==> config.mk <==
export PLATFORM = sky130hd
export DESIGN_NAME = pe_event_top
export DESIGN_NICKNAME = d
export VERILOG_FILES = /design/src/shared/pe_pkg.sv /design/src/pe_event_top.sv
export SDC_FILE = /design/constraint.sdc
export NUM_CORES = 1
export LEC_CHECK = 0
export BUFFER_PORTS_ARGS = -buffer_cell sky130_fd_sc_hd__clkbuf_2
export CAP_MARGIN = 10
export CORE_AREA = 4 4 107 109
export DETAILED_ROUTE_END_ITERATION = 10
export DIE_AREA = 0 0 111 113
export PLACE_DENSITY = 0.73
export SLEW_MARGIN = 20
export SYNTH_ARGS = -nofsm -noshare
export SYNTH_HDL_FRONTEND = slang
export SYNTH_SLANG_ARGS = --single-unit
==> constraint.sdc <==
create_clock -name aclk -period 1.8 [get_ports aclk]
set_input_delay 0.36 -clock aclk [delete_from_list [all_inputs] [get_ports aclk]]
set_output_delay 0.36 -clock aclk [all_outputs]
set_load 0.01 [all_outputs]
==> src/shared/pe_pkg.sv <==
// pe_pkg: register map, field layout and event carriers for the perf event block.
// assumes one core clock; all pipeline status arrives already in that domain.
package pe_pkg;
   // register byte offsets
   localparam logic [7:0] PE_CTRL_OFFSET   = 8'h00;
   localparam logic [7:0] PE_STATUS_OFFSET = 8'h04;
   localparam int         PE_ADDR_W        = 8;
   // field positions
   localparam int PE_CTRL_ENABLE_BIT   = 0;
   localparam int PE_STATUS_OWNER_BIT  = 0;
   localparam int PE_STATUS_ACTIVE_LSB = 1;
   // reset values
   localparam logic       PE_CTRL_ENABLE_RST = 1'b0;
   localparam logic       PE_PRIO_OWNER_RST  = 1'b0;
   // bus answers
   localparam logic [1:0] PE_RESP_OKAY   = 2'h0;
   localparam logic [1:0] PE_RESP_DECERR = 2'h3;
   // widths of the core
   localparam logic [2:0] PE_MAX_WIDTH = 3'h4;
   // software prefetch outcome codes
   localparam logic [1:0] PE_SWPF_TO_L2 = 2'h0;
   localparam logic [1:0] PE_SWPF_LOST  = 2'h1;
   localparam logic [1:0] PE_SWPF_HIT   = 2'h2;

   // per-thread status from issue, commit and cache logic
   typedef struct packed {
      logic       active;
      logic [2:0] issue_count;
      logic       sync_block;
      logic       window_block;
      logic       static_block;
      logic       phantom_branch;
      logic [2:0] commit_count;
      logic       head_valid;
      logic       head_ready;
      logic       head_mem;
      logic       head_store;
      logic       head_atomic;
      logic       head_data_ready;
      logic       head_noncache;
      logic       head_int_load;
      logic       head_l2_miss;
      logic       head_exec_busy;
      logic       head_fp;
      logic       head_branch_busy;
      logic       head_regwin_wait;
      logic       storeport_full;
      logic       gpr_port_limit;
      logic       fp_mixed;
      logic       itlb_miss;
      logic       dtlb_miss;
      logic       icache_miss;
      logic       dcache_miss;
      logic       fetch_miss_pending;
      logic       head_dmiss_pending;
      logic       swpf_valid;
      logic [1:0] swpf_result;
      logic       ithrash;
      logic       dthrash;
   } pe_thread_in_type;

   // per-thread one-cycle event qualifiers to the counters
   typedef struct packed {
      logic issue_zero_event, issue_one_event, issue_two_event;
      logic issue_three_event, issue_four_event;
      logic sync_issue_block, window_issue_block, decode_static_intlk, phantom_branch;
      logic data_wait_stall, noncache_data_stall, int_load_stall;
      logic l2_miss_data_stall, l2_miss_int_load_stall;
      logic empty_queue_stall, empty_queue_storeport_full;
      logic exec_completion_stall, branch_completion_stall, fp_completion_stall;
      logic regwin_wait_stall, commit_prio_wait;
      logic commit_zero_event, commit_one_event, commit_two_event, commit_three_event;
      logic write_port_limit_event;
      logic prio_data_wait_stall, prio_noncache_data_stall, prio_int_load_stall;
      logic prio_l2_miss_data_stall, prio_l2_miss_int_load_stall;
      logic prio_empty_queue_stall, prio_empty_queue_storeport_full;
      logic prio_exec_completion_stall, prio_branch_completion_stall;
      logic prio_fp_completion_stall;
      logic nonprio_regwin_wait, nonprio_commit_zero;
      logic fp_precision_mix, instr_micro_tlb_miss, data_micro_tlb_miss;
      logic icache_miss_event, dcache_miss_event;
      logic icache_miss_latency, dcache_miss_latency;
      logic swpf_to_l2, swpf_lost, swpf_l1_hit;
      logic icache_thrash_event, dcache_thrash_event;
   } pe_event_type;
endpackage

==> src/pe_event_top.sv <==
// pe_event_top: per-thread performance event qualifiers with an AXI4-Lite control port.
// assumes pipeline status comes from logic on aclk, so it is read without synchronisers.
//
// Function
// - exactly one issue-width event every cycle
// - flag sync blocks and window-replacement blocks
// - static decode interlock covers sync and window
// - pulse when predicted-taken turns out non-branch
// - data wait: head memory access, data missing
// - stores excluded, atomics included in data wait
// - data miss latency counts only once older committed
// - noncache, int load, l2 miss sub-events
// - empty queue stall and storeport-full variant
// - execution wait outranks branch wait
// - flag head floating-point not completed
// - flag no-commit waits on register window
// - priority alternates while both threads run; count ready-but-no-priority cycles
// - commit-width events zero to three
// - flag write-port-limited commit cycles
// - qualified stall variants need commit priority
// - window wait and zero commit without priority
// - flag mixed single and double precision
// - separate instruction and data micro-TLB misses
// - cache misses; data latency tracks only head access
// - each prefetch gives exactly one outcome
// - thrashing events for instruction and data
`timescale 1ns/10ps
module pe_event_top
   import pe_pkg::*;
#(
   parameter int NUM_THREADS = 2
) (
   input  wire logic                          aclk,
   input  wire logic                          aresetn,
   input  wire logic [PE_ADDR_W-1:0]          s_axi_awaddr,
   input  wire logic [2:0]                    s_axi_awprot,
   input  wire logic                          s_axi_awvalid,
   output logic                               s_axi_awready,
   input  wire logic [31:0]                   s_axi_wdata,
   input  wire logic [3:0]                    s_axi_wstrb,
   input  wire logic                          s_axi_wvalid,
   output logic                               s_axi_wready,
   output logic [1:0]                         s_axi_bresp,
   output logic                               s_axi_bvalid,
   input  wire logic                          s_axi_bready,
   input  wire logic [PE_ADDR_W-1:0]          s_axi_araddr,
   input  wire logic [2:0]                    s_axi_arprot,
   input  wire logic                          s_axi_arvalid,
   output logic                               s_axi_arready,
   output logic [31:0]                        s_axi_rdata,
   output logic [1:0]                         s_axi_rresp,
   output logic                               s_axi_rvalid,
   input  wire logic                          s_axi_rready,
   input  pe_thread_in_type [NUM_THREADS-1:0] thr_in,
   output pe_event_type [NUM_THREADS-1:0]     events
);

   // priority toggling is written for a two-thread core only
   if (NUM_THREADS != 2) begin : g_bad
      $error("pe_event_top: NUM_THREADS must be 2");
   end

   logic [PE_ADDR_W-1:0]              wr_addr;
   logic [31:0]                       wr_data;
   logic [3:0]                        wr_strb;
   logic                              mon_enable;
   logic                              prio_owner;
   logic                              both_active;
   pe_event_type [NUM_THREADS-1:0]    next_ev;

   // write channel: address and data taken in either order, answer after both
   always_ff @(posedge aclk) begin
      if (!aresetn) begin
         s_axi_awready <= 1'b1;
         s_axi_wready  <= 1'b1;
         s_axi_bvalid  <= 1'b0;
         s_axi_bresp   <= PE_RESP_OKAY;
         wr_addr       <= '0;
         wr_data       <= '0;
         wr_strb       <= '0;
      end else begin
         if (s_axi_awvalid && s_axi_awready) begin
            s_axi_awready <= 1'b0;
            wr_addr       <= s_axi_awaddr;
         end
         if (s_axi_wvalid && s_axi_wready) begin
            s_axi_wready <= 1'b0;
            wr_data      <= s_axi_wdata;
            wr_strb      <= s_axi_wstrb;
         end
         if (!s_axi_awready && !s_axi_wready && !s_axi_bvalid) begin
            s_axi_bvalid <= 1'b1;
            s_axi_bresp  <= (wr_addr == PE_CTRL_OFFSET || wr_addr == PE_STATUS_OFFSET) ?
                            PE_RESP_OKAY : PE_RESP_DECERR;
         end
         if (s_axi_bvalid && s_axi_bready) begin
            s_axi_bvalid  <= 1'b0;
            s_axi_awready <= 1'b1;
            s_axi_wready  <= 1'b1;
         end
      end
   end

   // control register; status is read-only so writes to it are dropped
   always_ff @(posedge aclk) begin
      if (!aresetn) begin
         mon_enable <= PE_CTRL_ENABLE_RST;
      end else if (!s_axi_awready && !s_axi_wready && !s_axi_bvalid &&
                   wr_addr == PE_CTRL_OFFSET && wr_strb[0]) begin
         mon_enable <= wr_data[PE_CTRL_ENABLE_BIT];
      end
   end

   // read channel: one cycle from address to data
   always_ff @(posedge aclk) begin
      if (!aresetn) begin
         s_axi_arready <= 1'b1;
         s_axi_rvalid  <= 1'b0;
         s_axi_rdata   <= '0;
         s_axi_rresp   <= PE_RESP_OKAY;
      end else if (s_axi_arvalid && s_axi_arready) begin
         s_axi_arready <= 1'b0;
         s_axi_rvalid  <= 1'b1;
         s_axi_rdata   <= '0;
         s_axi_rresp   <= PE_RESP_OKAY;
         unique case (s_axi_araddr)
            PE_CTRL_OFFSET: begin
               s_axi_rdata[PE_CTRL_ENABLE_BIT] <= mon_enable;
            end
            PE_STATUS_OFFSET: begin
               s_axi_rdata[PE_STATUS_OWNER_BIT] <= prio_owner;
               s_axi_rdata[PE_STATUS_ACTIVE_LSB +: NUM_THREADS] <=
                  {thr_in[1].active, thr_in[0].active};
            end
            default: begin
               s_axi_rresp <= PE_RESP_DECERR;
            end
         endcase
      end else if (s_axi_rvalid && s_axi_rready) begin
         s_axi_rvalid  <= 1'b0;
         s_axi_arready <= 1'b1;
      end
   end

   // commit priority: alternates while both threads run, else the lone active thread
   assign both_active = thr_in[0].active && thr_in[1].active;
   always_ff @(posedge aclk) begin
      if (!aresetn) begin
         prio_owner <= PE_PRIO_OWNER_RST;
      end else if (both_active) begin
         prio_owner <= ~prio_owner;
      end else begin
         prio_owner <= thr_in[1].active;
      end
   end

   // per-thread event decode
   for (genvar t = 0; t < NUM_THREADS; t++) begin : g_thr
      pe_thread_in_type s;
      logic             has_prio;
      logic             no_commit;
      logic             dwait;
      logic             iload;
      assign s         = thr_in[t];
      assign has_prio  = (prio_owner == 1'(t));
      assign no_commit = (s.commit_count == 3'h0);
      // head is the oldest entry, so its miss is visible only after older ones left
      assign dwait = no_commit && s.head_valid && s.head_mem && !s.head_data_ready &&
                     (!s.head_store || s.head_atomic);
      assign iload = no_commit && s.head_valid && s.head_int_load && !s.head_data_ready;

      always_comb begin
         next_ev[t] = '0;
         // widths above four are illegal and fold into four
         next_ev[t].issue_zero_event  = (s.issue_count == 3'h0);
         next_ev[t].issue_one_event   = (s.issue_count == 3'h1);
         next_ev[t].issue_two_event   = (s.issue_count == 3'h2);
         next_ev[t].issue_three_event = (s.issue_count == 3'h3);
         next_ev[t].issue_four_event  = (s.issue_count >= PE_MAX_WIDTH);
         next_ev[t].sync_issue_block    = s.sync_block;
         next_ev[t].window_issue_block  = s.window_block;
         next_ev[t].decode_static_intlk = s.sync_block || s.window_block ||
                                          s.static_block;
         next_ev[t].phantom_branch      = s.phantom_branch;
         // data wait family
         next_ev[t].data_wait_stall        = dwait;
         next_ev[t].noncache_data_stall    = dwait && s.head_noncache;
         next_ev[t].int_load_stall         = iload;
         next_ev[t].l2_miss_data_stall     = dwait && s.head_l2_miss;
         next_ev[t].l2_miss_int_load_stall = iload && s.head_l2_miss;
         // empty queue and completion waits
         next_ev[t].empty_queue_stall          = no_commit && !s.head_valid;
         next_ev[t].empty_queue_storeport_full = no_commit && !s.head_valid &&
                                                 s.storeport_full;
         next_ev[t].exec_completion_stall   = no_commit && s.head_valid &&
                                              s.head_exec_busy;
         next_ev[t].branch_completion_stall = no_commit && s.head_valid &&
                                              s.head_branch_busy && !s.head_exec_busy;
         next_ev[t].fp_completion_stall = no_commit && s.head_valid && s.head_fp &&
                                          s.head_exec_busy;
         next_ev[t].regwin_wait_stall   = no_commit && s.head_regwin_wait;
         next_ev[t].commit_prio_wait    = s.head_valid && s.head_ready &&
                                          !has_prio;
         // commit widths
         next_ev[t].commit_zero_event  = no_commit;
         next_ev[t].commit_one_event   = (s.commit_count == 3'h1);
         next_ev[t].commit_two_event   = (s.commit_count == 3'h2);
         next_ev[t].commit_three_event = (s.commit_count == 3'h3);
         next_ev[t].write_port_limit_event = s.gpr_port_limit &&
                                             (s.commit_count < PE_MAX_WIDTH);
         // variants qualified by holding commit priority
         next_ev[t].prio_data_wait_stall = has_prio && next_ev[t].data_wait_stall;
         next_ev[t].prio_noncache_data_stall = has_prio && next_ev[t].noncache_data_stall;
         next_ev[t].prio_int_load_stall = has_prio && next_ev[t].int_load_stall;
         next_ev[t].prio_l2_miss_data_stall = has_prio && next_ev[t].l2_miss_data_stall;
         next_ev[t].prio_l2_miss_int_load_stall = has_prio &&
                                                  next_ev[t].l2_miss_int_load_stall;
         next_ev[t].prio_empty_queue_stall = has_prio && next_ev[t].empty_queue_stall;
         next_ev[t].prio_empty_queue_storeport_full = has_prio &&
                                                      next_ev[t].empty_queue_storeport_full;
         next_ev[t].prio_exec_completion_stall = has_prio && next_ev[t].exec_completion_stall;
         next_ev[t].prio_branch_completion_stall = has_prio &&
                                                   next_ev[t].branch_completion_stall;
         next_ev[t].prio_fp_completion_stall = has_prio && next_ev[t].fp_completion_stall;
         // variants qualified by lacking commit priority, then unqualified precision, TLB and cache miss events
         next_ev[t].nonprio_regwin_wait = !has_prio && next_ev[t].regwin_wait_stall;
         next_ev[t].nonprio_commit_zero = !has_prio && no_commit;
         next_ev[t].fp_precision_mix     = s.fp_mixed;
         next_ev[t].instr_micro_tlb_miss = s.itlb_miss;
         next_ev[t].data_micro_tlb_miss  = s.dtlb_miss;
         next_ev[t].icache_miss_event    = s.icache_miss;
         next_ev[t].dcache_miss_event    = s.dcache_miss;
         // fetch and head access latencies are separate, so both can count in one cycle
         next_ev[t].icache_miss_latency  = s.fetch_miss_pending;
         next_ev[t].dcache_miss_latency  = s.head_valid && s.head_mem && s.head_dmiss_pending;
         // unknown outcome codes count as lost so the three stay exclusive
         next_ev[t].swpf_to_l2  = s.swpf_valid && s.swpf_result == PE_SWPF_TO_L2;
         next_ev[t].swpf_l1_hit = s.swpf_valid && s.swpf_result == PE_SWPF_HIT;
         next_ev[t].swpf_lost   = s.swpf_valid && s.swpf_result != PE_SWPF_TO_L2 &&
                                  s.swpf_result != PE_SWPF_HIT;
         next_ev[t].icache_thrash_event = s.ithrash;
         next_ev[t].dcache_thrash_event = s.dthrash;
      end
   end

   // event register: one pulse per cycle per condition, zero while disabled
   always_ff @(posedge aclk) begin
      if (!aresetn) begin
         events <= '0;
      end else begin
         events <= mon_enable ? next_ev : '0;
      end
   end
endmodule

==> results of run 1 <==
## area by class of cell
class                           instances  area share, %
Sequential cell                       122           43.5
Clock inverter                         15           2.54
Timing Repair Buffer                  218           19.7
Tap cell                              140           3.12
Inverter                               11          0.735
Clock buffer                           17           7.37
Multi-Input combinational cell        225           23.0
## what timing repair did
action / in CTS / in global routing
endpoints found under the setup margin: 0 / 0
endpoints found under the hold margin: 0 / 1
hold buffers: 0 / 1
## cells by family (layout without fill, tap and decap cells)
| family | Yosys count | count (layout) |
|---|---|---|
| AOI/OAI and AO/OA | 24 | 24 |
| buffers and inverters | 62 | 261 |
| DFF | 122 | 122 |
| muxes | 2 | 2 |
| other | 1 | 29 |
| and+or+nand+nor | 170 | 170 |
## through the flow
stage	util [%]	hold WS [ns]	cells	worst slack [ns]
floorplan	-	0.432	409	0.598
global placement	47.6	0.452	715	0.250
detailed placement	47.6	0.449	715	0.200
CTS	52.9	0.00183	747	0.153
global route	53.0	0.0135	748	0.0311
finish	53.0	0.0487	748	0.165
## metal layers
layer	vias up	wire length (µm)	part of all wire (%)	global-route usage [%]
li1	1671	-	-	-
met5	-	0	0	0
met4	0	206	2.0	7.22
met2	184	4960	49	26.6
met1	1526	4080	40	17.4
met3	18	884	8.7	6.15
## how the worst max path moves through the flow
stage	start	end	slack, ns
3_5_place_dp	aresetn	events[67]	0.20
6_report	s_axi_awready	s_axi_awready	0.17
4_1_cts	s_axi_awready	s_axi_awready	0.15
5_1_grt	mon_enable	events[70]	0.03
3_3_place_gp	aresetn	events[67]	0.25
2_1_floorplan	mon_enable	events[23]	0.60
## cell usage in the layout (no fill, tap or decap), types with 2 or more instances in the layout
master and count:
a21boi_0 14, and3_1 30, clkbuf_16 16, nand4_1 5, buf_4 5, conb_1 29, o211a_1 2, nor4b_1 7
and4_1 3, nand3_1 15, nor2_1 24, clkbuf_2 212, nand2_1 28, nor3b_1 7, and4b_1 2, o21ai_0 3
and3b_1 4, inv_6 3, inv_8 2, nor4b_2 2, clkinvlp_4 3, a21oi_1 2, dfxtp_1 122, clkinv_4 3
nor4_1 8, nor3_1 17, clkinv_2 3, and2_1 7, nor2b_1 3, inv_1 11, nand2b_1 3
## power groups by stage
stage / Combinational, mW / Sequential, mW / Clock (mW)
2_1_floorplan: 0.186 / 2.81 / 0
3_3_place_gp: 0.287 / 2.81 / 0
3_5_place_dp: 0.293 / 2.81 / 0
4_1_cts: 0.296 / 2.75 / 3.19
5_1_grt: 0.329 / 2.76 / 3.31
6_report: 0.298 / 2.75 / 3.11
==> impl_metrics.csv, run 1 <==
group,metric,value,unit
clock_network,cts_tree,"built",
yosys,synth_mux_area_share,0.532,%
cells_and_area,top_regs,"events: 100 flops, wr_addr: 8 flops, s_axi_rdata: 3 flops",
cells_and_area,nets,736,
placement,port_buffers,212,
clock_network,htree_levels,4,
yosys,synth.top_cell.area_share,61.1,%
cells_and_area,largest_reg_flops,100,
routing,route.detailed.drc,0,
outcome,outcome,"complete, no violations",
worst_hold_path,hold_path.class,"in2reg",
critical_path,crit_required,1.44,ns
sta,period_share,90.8,%
yosys,ys.warnings.count,0,
die,io_pins,282,
worst_hold_path,hold_path_depth,2,
clock_network,cts.clk_slew.worst_paths,0.06,ns
clock_network,cts.sinks,122,
global_routing,antenna_found_initial,0,
yosys,yosysTopAreaCell,"dfxtp_1",
worst_hold_path,min_to,"g_thr[1].has_prio",
placement,placed_area,5050,µm²
die,rows,38,
global_routing,grt_pass1_vias,3297,
cells_and_area,regArea,2440,µm²
clock_network,insertion_delay,0.50,ns
critical_path,cp_cell_sequence,"clkbuf_2",
critical_path,startpoint_type,"register",
cells_and_area,drive_above_1_share,42.3,%
yosys,synth-seq-cells,122,
yosys,syn_avg_cell_area,10.5,µm²
clock_network,cts_root_buf,"clkbuf_8",
cells_and_area,area_growth,40.5,%
critical_path,cp_top_family,"flip-flops",
global_routing,grtUsageTotal,15.7,%
routing,drtIter0Drc,158,
cells_and_area,multi_input_area,1290,µm²
sta,finalSetupViolCount,0,
critical_path,rrSetupSlack,0.23,ns
sta,final_max_slew_viol_count,0,
power_and_ir_drop,internal-power,4.72,mW
worst_hold_path,hp-start,"thr_in[37]",
routing,wire_per_inst,13.5,µm
job,cap_violations,0,
power_and_ir_drop,ir_worst_vdd,0.481,mV
clock_network,cts_repair_resize_count,0,
critical_path,rr_endpoint,"events[70]",
yosys,synth_most_common_cell,"dfxtp_1",
power_and_ir_drop,seq_power_share,44.7,%
yosys,synth_compound_area_share,4.82,%
critical_path,cp_slowest_cell,"dfxtp_1",
placement,dp_hpwl,7840,µm
yosys,synth_top_family_by_area,"simple AND/OR/NAND/NOR gates",
critical_path,cpPeakStageDelay,0.57,ns
die,fp.coreArea,10600,µm²
yosys,synthCells,381,
placement,place_congestion,0.807,
yosys,synth_flop_cell,"dfxtp_1",
global_routing,overflow,0,
cells_and_area,final_area,5620,µm²
yosys,synth-edff-count,0,
yosys,synth_common_cells,"dfxtp_1, buf_4, and3_1",
clock_network,postCtsSetupRepairBufs,0,
critical_path,rr_worst_depth,3,
routing,finalWirelength,10100,µm
sta,min_period,1.63,ns
clock_network,cts_buffers,17,
sta,relSlewSlack,62.2,%
die,dieArea,12500,µm²
global_routing,grt_max_degree,40,
critical_path,cp-end-kind,"output pin",
sta,fin_skew,0.00902,ns
critical_path,worst-setup-path-type,"reg2out",
critical_path,crit_cells,1,
sta,tightestPinTransition,0.561,ns
critical_path,crit_fanout,12,
routing,num_vias,3399,
cells_and_area,final.fill_count,953,
die,initial_utilization,37.7,%
power_and_ir_drop,total_power,6.17,mW
power_and_ir_drop,leakage,2.88,nW
power_and_ir_drop,comb_power_share,4.8,%
yosys,synthTopCellsByArea,"dfxtp_1, buf_4, and3_1",
die,chipWidth,111,µm
yosys,synthAdderAreaFrac,0,%
clock_network,cts_buffer_depth,2,
routing,drtAntennaViolNets,0,
routing,routed_via_density,4.54,
power_and_ir_drop,power.switching,1.45,mW
power_and_ir_drop,sw_frac_of_total,23.5,%
critical_path,r2r_start,"mon_enable",
cells_and_area,largest_register,"events",
critical_path,cp.buffers_inverters,1,
die,fp.dieH,113,µm
yosys,syn_area,4000,µm²
sta,clock.fmax,0.612,GHz
sta,hold_violations,0,
yosys,yosysSeqAreaShare,61.1,%
global_routing,grt_pass1_wl,15600,µm
critical_path,cp.arrival,1.27,ns
yosys,yosys.area_share.simple,24.3,%
sta,rsz0062_at_grt,"no",
yosys,synth_cell_type_count,39,
sta,finalSetupTns,0,ns
yosys,synthXorXnorAreaFrac,0,%
power_and_ir_drop,p_clk_share,50.5,%
power_and_ir_drop,power.density,1100,nW/µm²
routing,dr.pass1.iters,4,
yosys,synthArstFlopShare,0,%
cells_and_area,antennaDiodeCount,0,
No activity file was read; power rests on OpenSTA's default activity.
==> run 2: changes to the inputs <==
Settings changed: RECOVER_POWER set to 50.
==> run 2 against run 1 <==
Global-route usage did not move. Sequential share of layout area up 0.61 points. Clock power hardly changed. Highest routed layer unchanged.
==> impl_metrics.csv, run 2 (synthesis results as in run 1) <==
group,metric,value,unit
power_and_ir_drop,comb_power_share,4.8,%
routing,routed_via_density,4.52,
critical_path,worst-setup-path-type,"reg2out",
sta,relSlewSlack,14.7,%
routing,dr.pass1.iters,4,
critical_path,cp.arrival,1.26,ns
die,fp.dieH,113,µm
power_and_ir_drop,internal-power,4.72,mW
power_and_ir_drop,power.density,1110,nW/µm²
sta,final_max_slew_viol_count,0,
critical_path,crit_required,1.44,ns
global_routing,grtUsageTotal,15.7,%
cells_and_area,antennaDiodeCount,0,
sta,rsz0062_at_grt,"no",
critical_path,rr_endpoint,"events[70]",
sta,hold_violations,0,
clock_network,cts.clk_slew.worst_paths,0.06,ns
die,dieArea,12500,µm²
power_and_ir_drop,leakage,2.68,nW
routing,route.detailed.drc,0,
sta,period_share,89.9,%
die,rows,38,
routing,drtAntennaViolNets,0,
clock_network,cts_root_buf,"clkbuf_8",
sta,finalSetupTns,0,ns
placement,place_congestion,0.807,
power_and_ir_drop,ir_worst_vdd,0.481,mV
global_routing,grt_pass1_vias,3297,
critical_path,cpPeakStageDelay,0.55,ns
critical_path,crit_fanout,12,
cells_and_area,layout_common_cells,"clkbuf_2, dfxtp_1, clkbuf_1",
global_routing,antenna_found_initial,0,
power_and_ir_drop,total_power,6.16,mW
cells_and_area,largest_reg_flops,100,
critical_path,rrSetupSlack,0.23,ns
cells_and_area,top_regs,"events: 100 flops, wr_addr: 8 flops, s_axi_rdata: 3 flops",
sta,min_period,1.62,ns
sta,fin_skew,0.00856,ns
clock_network,insertion_delay,0.49,ns
power_and_ir_drop,power.switching,1.44,mW
cells_and_area,final_common_cell,"clkbuf_2",
cells_and_area,nets,736,
cells_and_area,largest_register,"events",
critical_path,cp_cell_sequence,"clkbuf_2",
cells_and_area,area_growth,38.6,%
clock_network,postCtsSetupRepairBufs,0,
clock_network,hold_buffers,0,
job,cap_violations,0,
power_and_ir_drop,seq_power_share,44.7,%
worst_hold_path,hp-start,"thr_in[37]",
sta,fin_hold_ws,0.0506,ns
routing,drtIter0Drc,153,
critical_path,crit_cells,1,
die,io_pins,282,
placement,port_buffers,212,
clock_network,htree_levels,4,
power_and_ir_drop,sw_frac_of_total,23.4,%
global_routing,grt_max_degree,40,
critical_path,cp.buffers_inverters,1,
worst_hold_path,hold_path_depth,2,
global_routing,overflow,0,
routing,num_vias,3383,
worst_hold_path,min_to,"g_thr[1].has_prio",
worst_hold_path,hold_path.class,"in2reg",
clock_network,cts.sinks,122,
global_routing,grt_pass1_wl,15600,µm
power_and_ir_drop,p_clk_share,50.5,%
critical_path,rr_worst_depth,3,
clock_network,cts_buffers,17,
outcome,outcome,"complete, no violations",
clock_network,cts_repair_resize_count,0,
clock_network,cts_buffer_depth,2,
die,chipWidth,111,µm
critical_path,startpoint_type,"register",
die,initial_utilization,37.7,%
routing,finalWirelength,10200,µm
sta,clock.fmax,0.618,GHz
critical_path,cp_top_family,"flip-flops",
sta,finalSetupViolCount,0,
placement,dp_hpwl,7840,µm
cells_and_area,fin_util,52.3,%
clock_network,cts_tree,"built",
sta,tightestPinTransition,1.28,ns
critical_path,r2r_start,"mon_enable",
cells_and_area,drive_above_1_share,32.9,%
critical_path,cp-end-kind,"output pin",
routing,wire_per_inst,13.6,µm
critical_path,cp_slowest_cell,"dfxtp_1",
die,fp.coreArea,10600,µm²
-- run 2: area by class of cell --
type | instances | area [µm²]
Tap cell | 140 | 175
Timing Repair Buffer | 218 | 1030
Clock inverter | 15 | 143
Multi-Input combinational cell | 225 | 1290
Fill cell | 994 | 5060
Clock buffer | 17 | 414
Sequential cell | 122 | 2440
Inverter | 11 | 41.3
-- run 2: power groups by stage --
stage               registers [mW]  logic (mW)  clock network (mW)
detailed placement            2.81       0.293                   0
floorplan                     2.81       0.186                   0
global placement              2.81       0.287                   0
finish                        2.75       0.297                3.11
CTS                           2.75       0.296                3.19
global route                  2.76       0.328                3.31
-- run 2: worst max path at each step --
stage	from	endpoint	slack, ns
global route	mon_enable	events[47]	0.02
floorplan	mon_enable	events[23]	0.60
finish	s_axi_awready	s_axi_awready	0.18
global placement	aresetn	events[67]	0.25
CTS	s_axi_awready	s_axi_awready	0.15
detailed placement	aresetn	events[67]	0.20
-- run 2: metrics by stage --
stage,std cells,setup slack (ns),instance area [µm²]
2_1_floorplan,409,0.598,4100
3_3_place_gp,715,0.250,5050
3_5_place_dp,715,0.200,5050
4_1_cts,747,0.153,5610
5_1_grt,748,0.0200,5540
6_report,748,0.182,5540
-- run 2: metal layers --
metal	global-route usage [%]	part of all wire (%)
met4	7.22	2.0
met1	17.4	41
met2	26.6	48
met5	0	0
met3	6.15	8.5
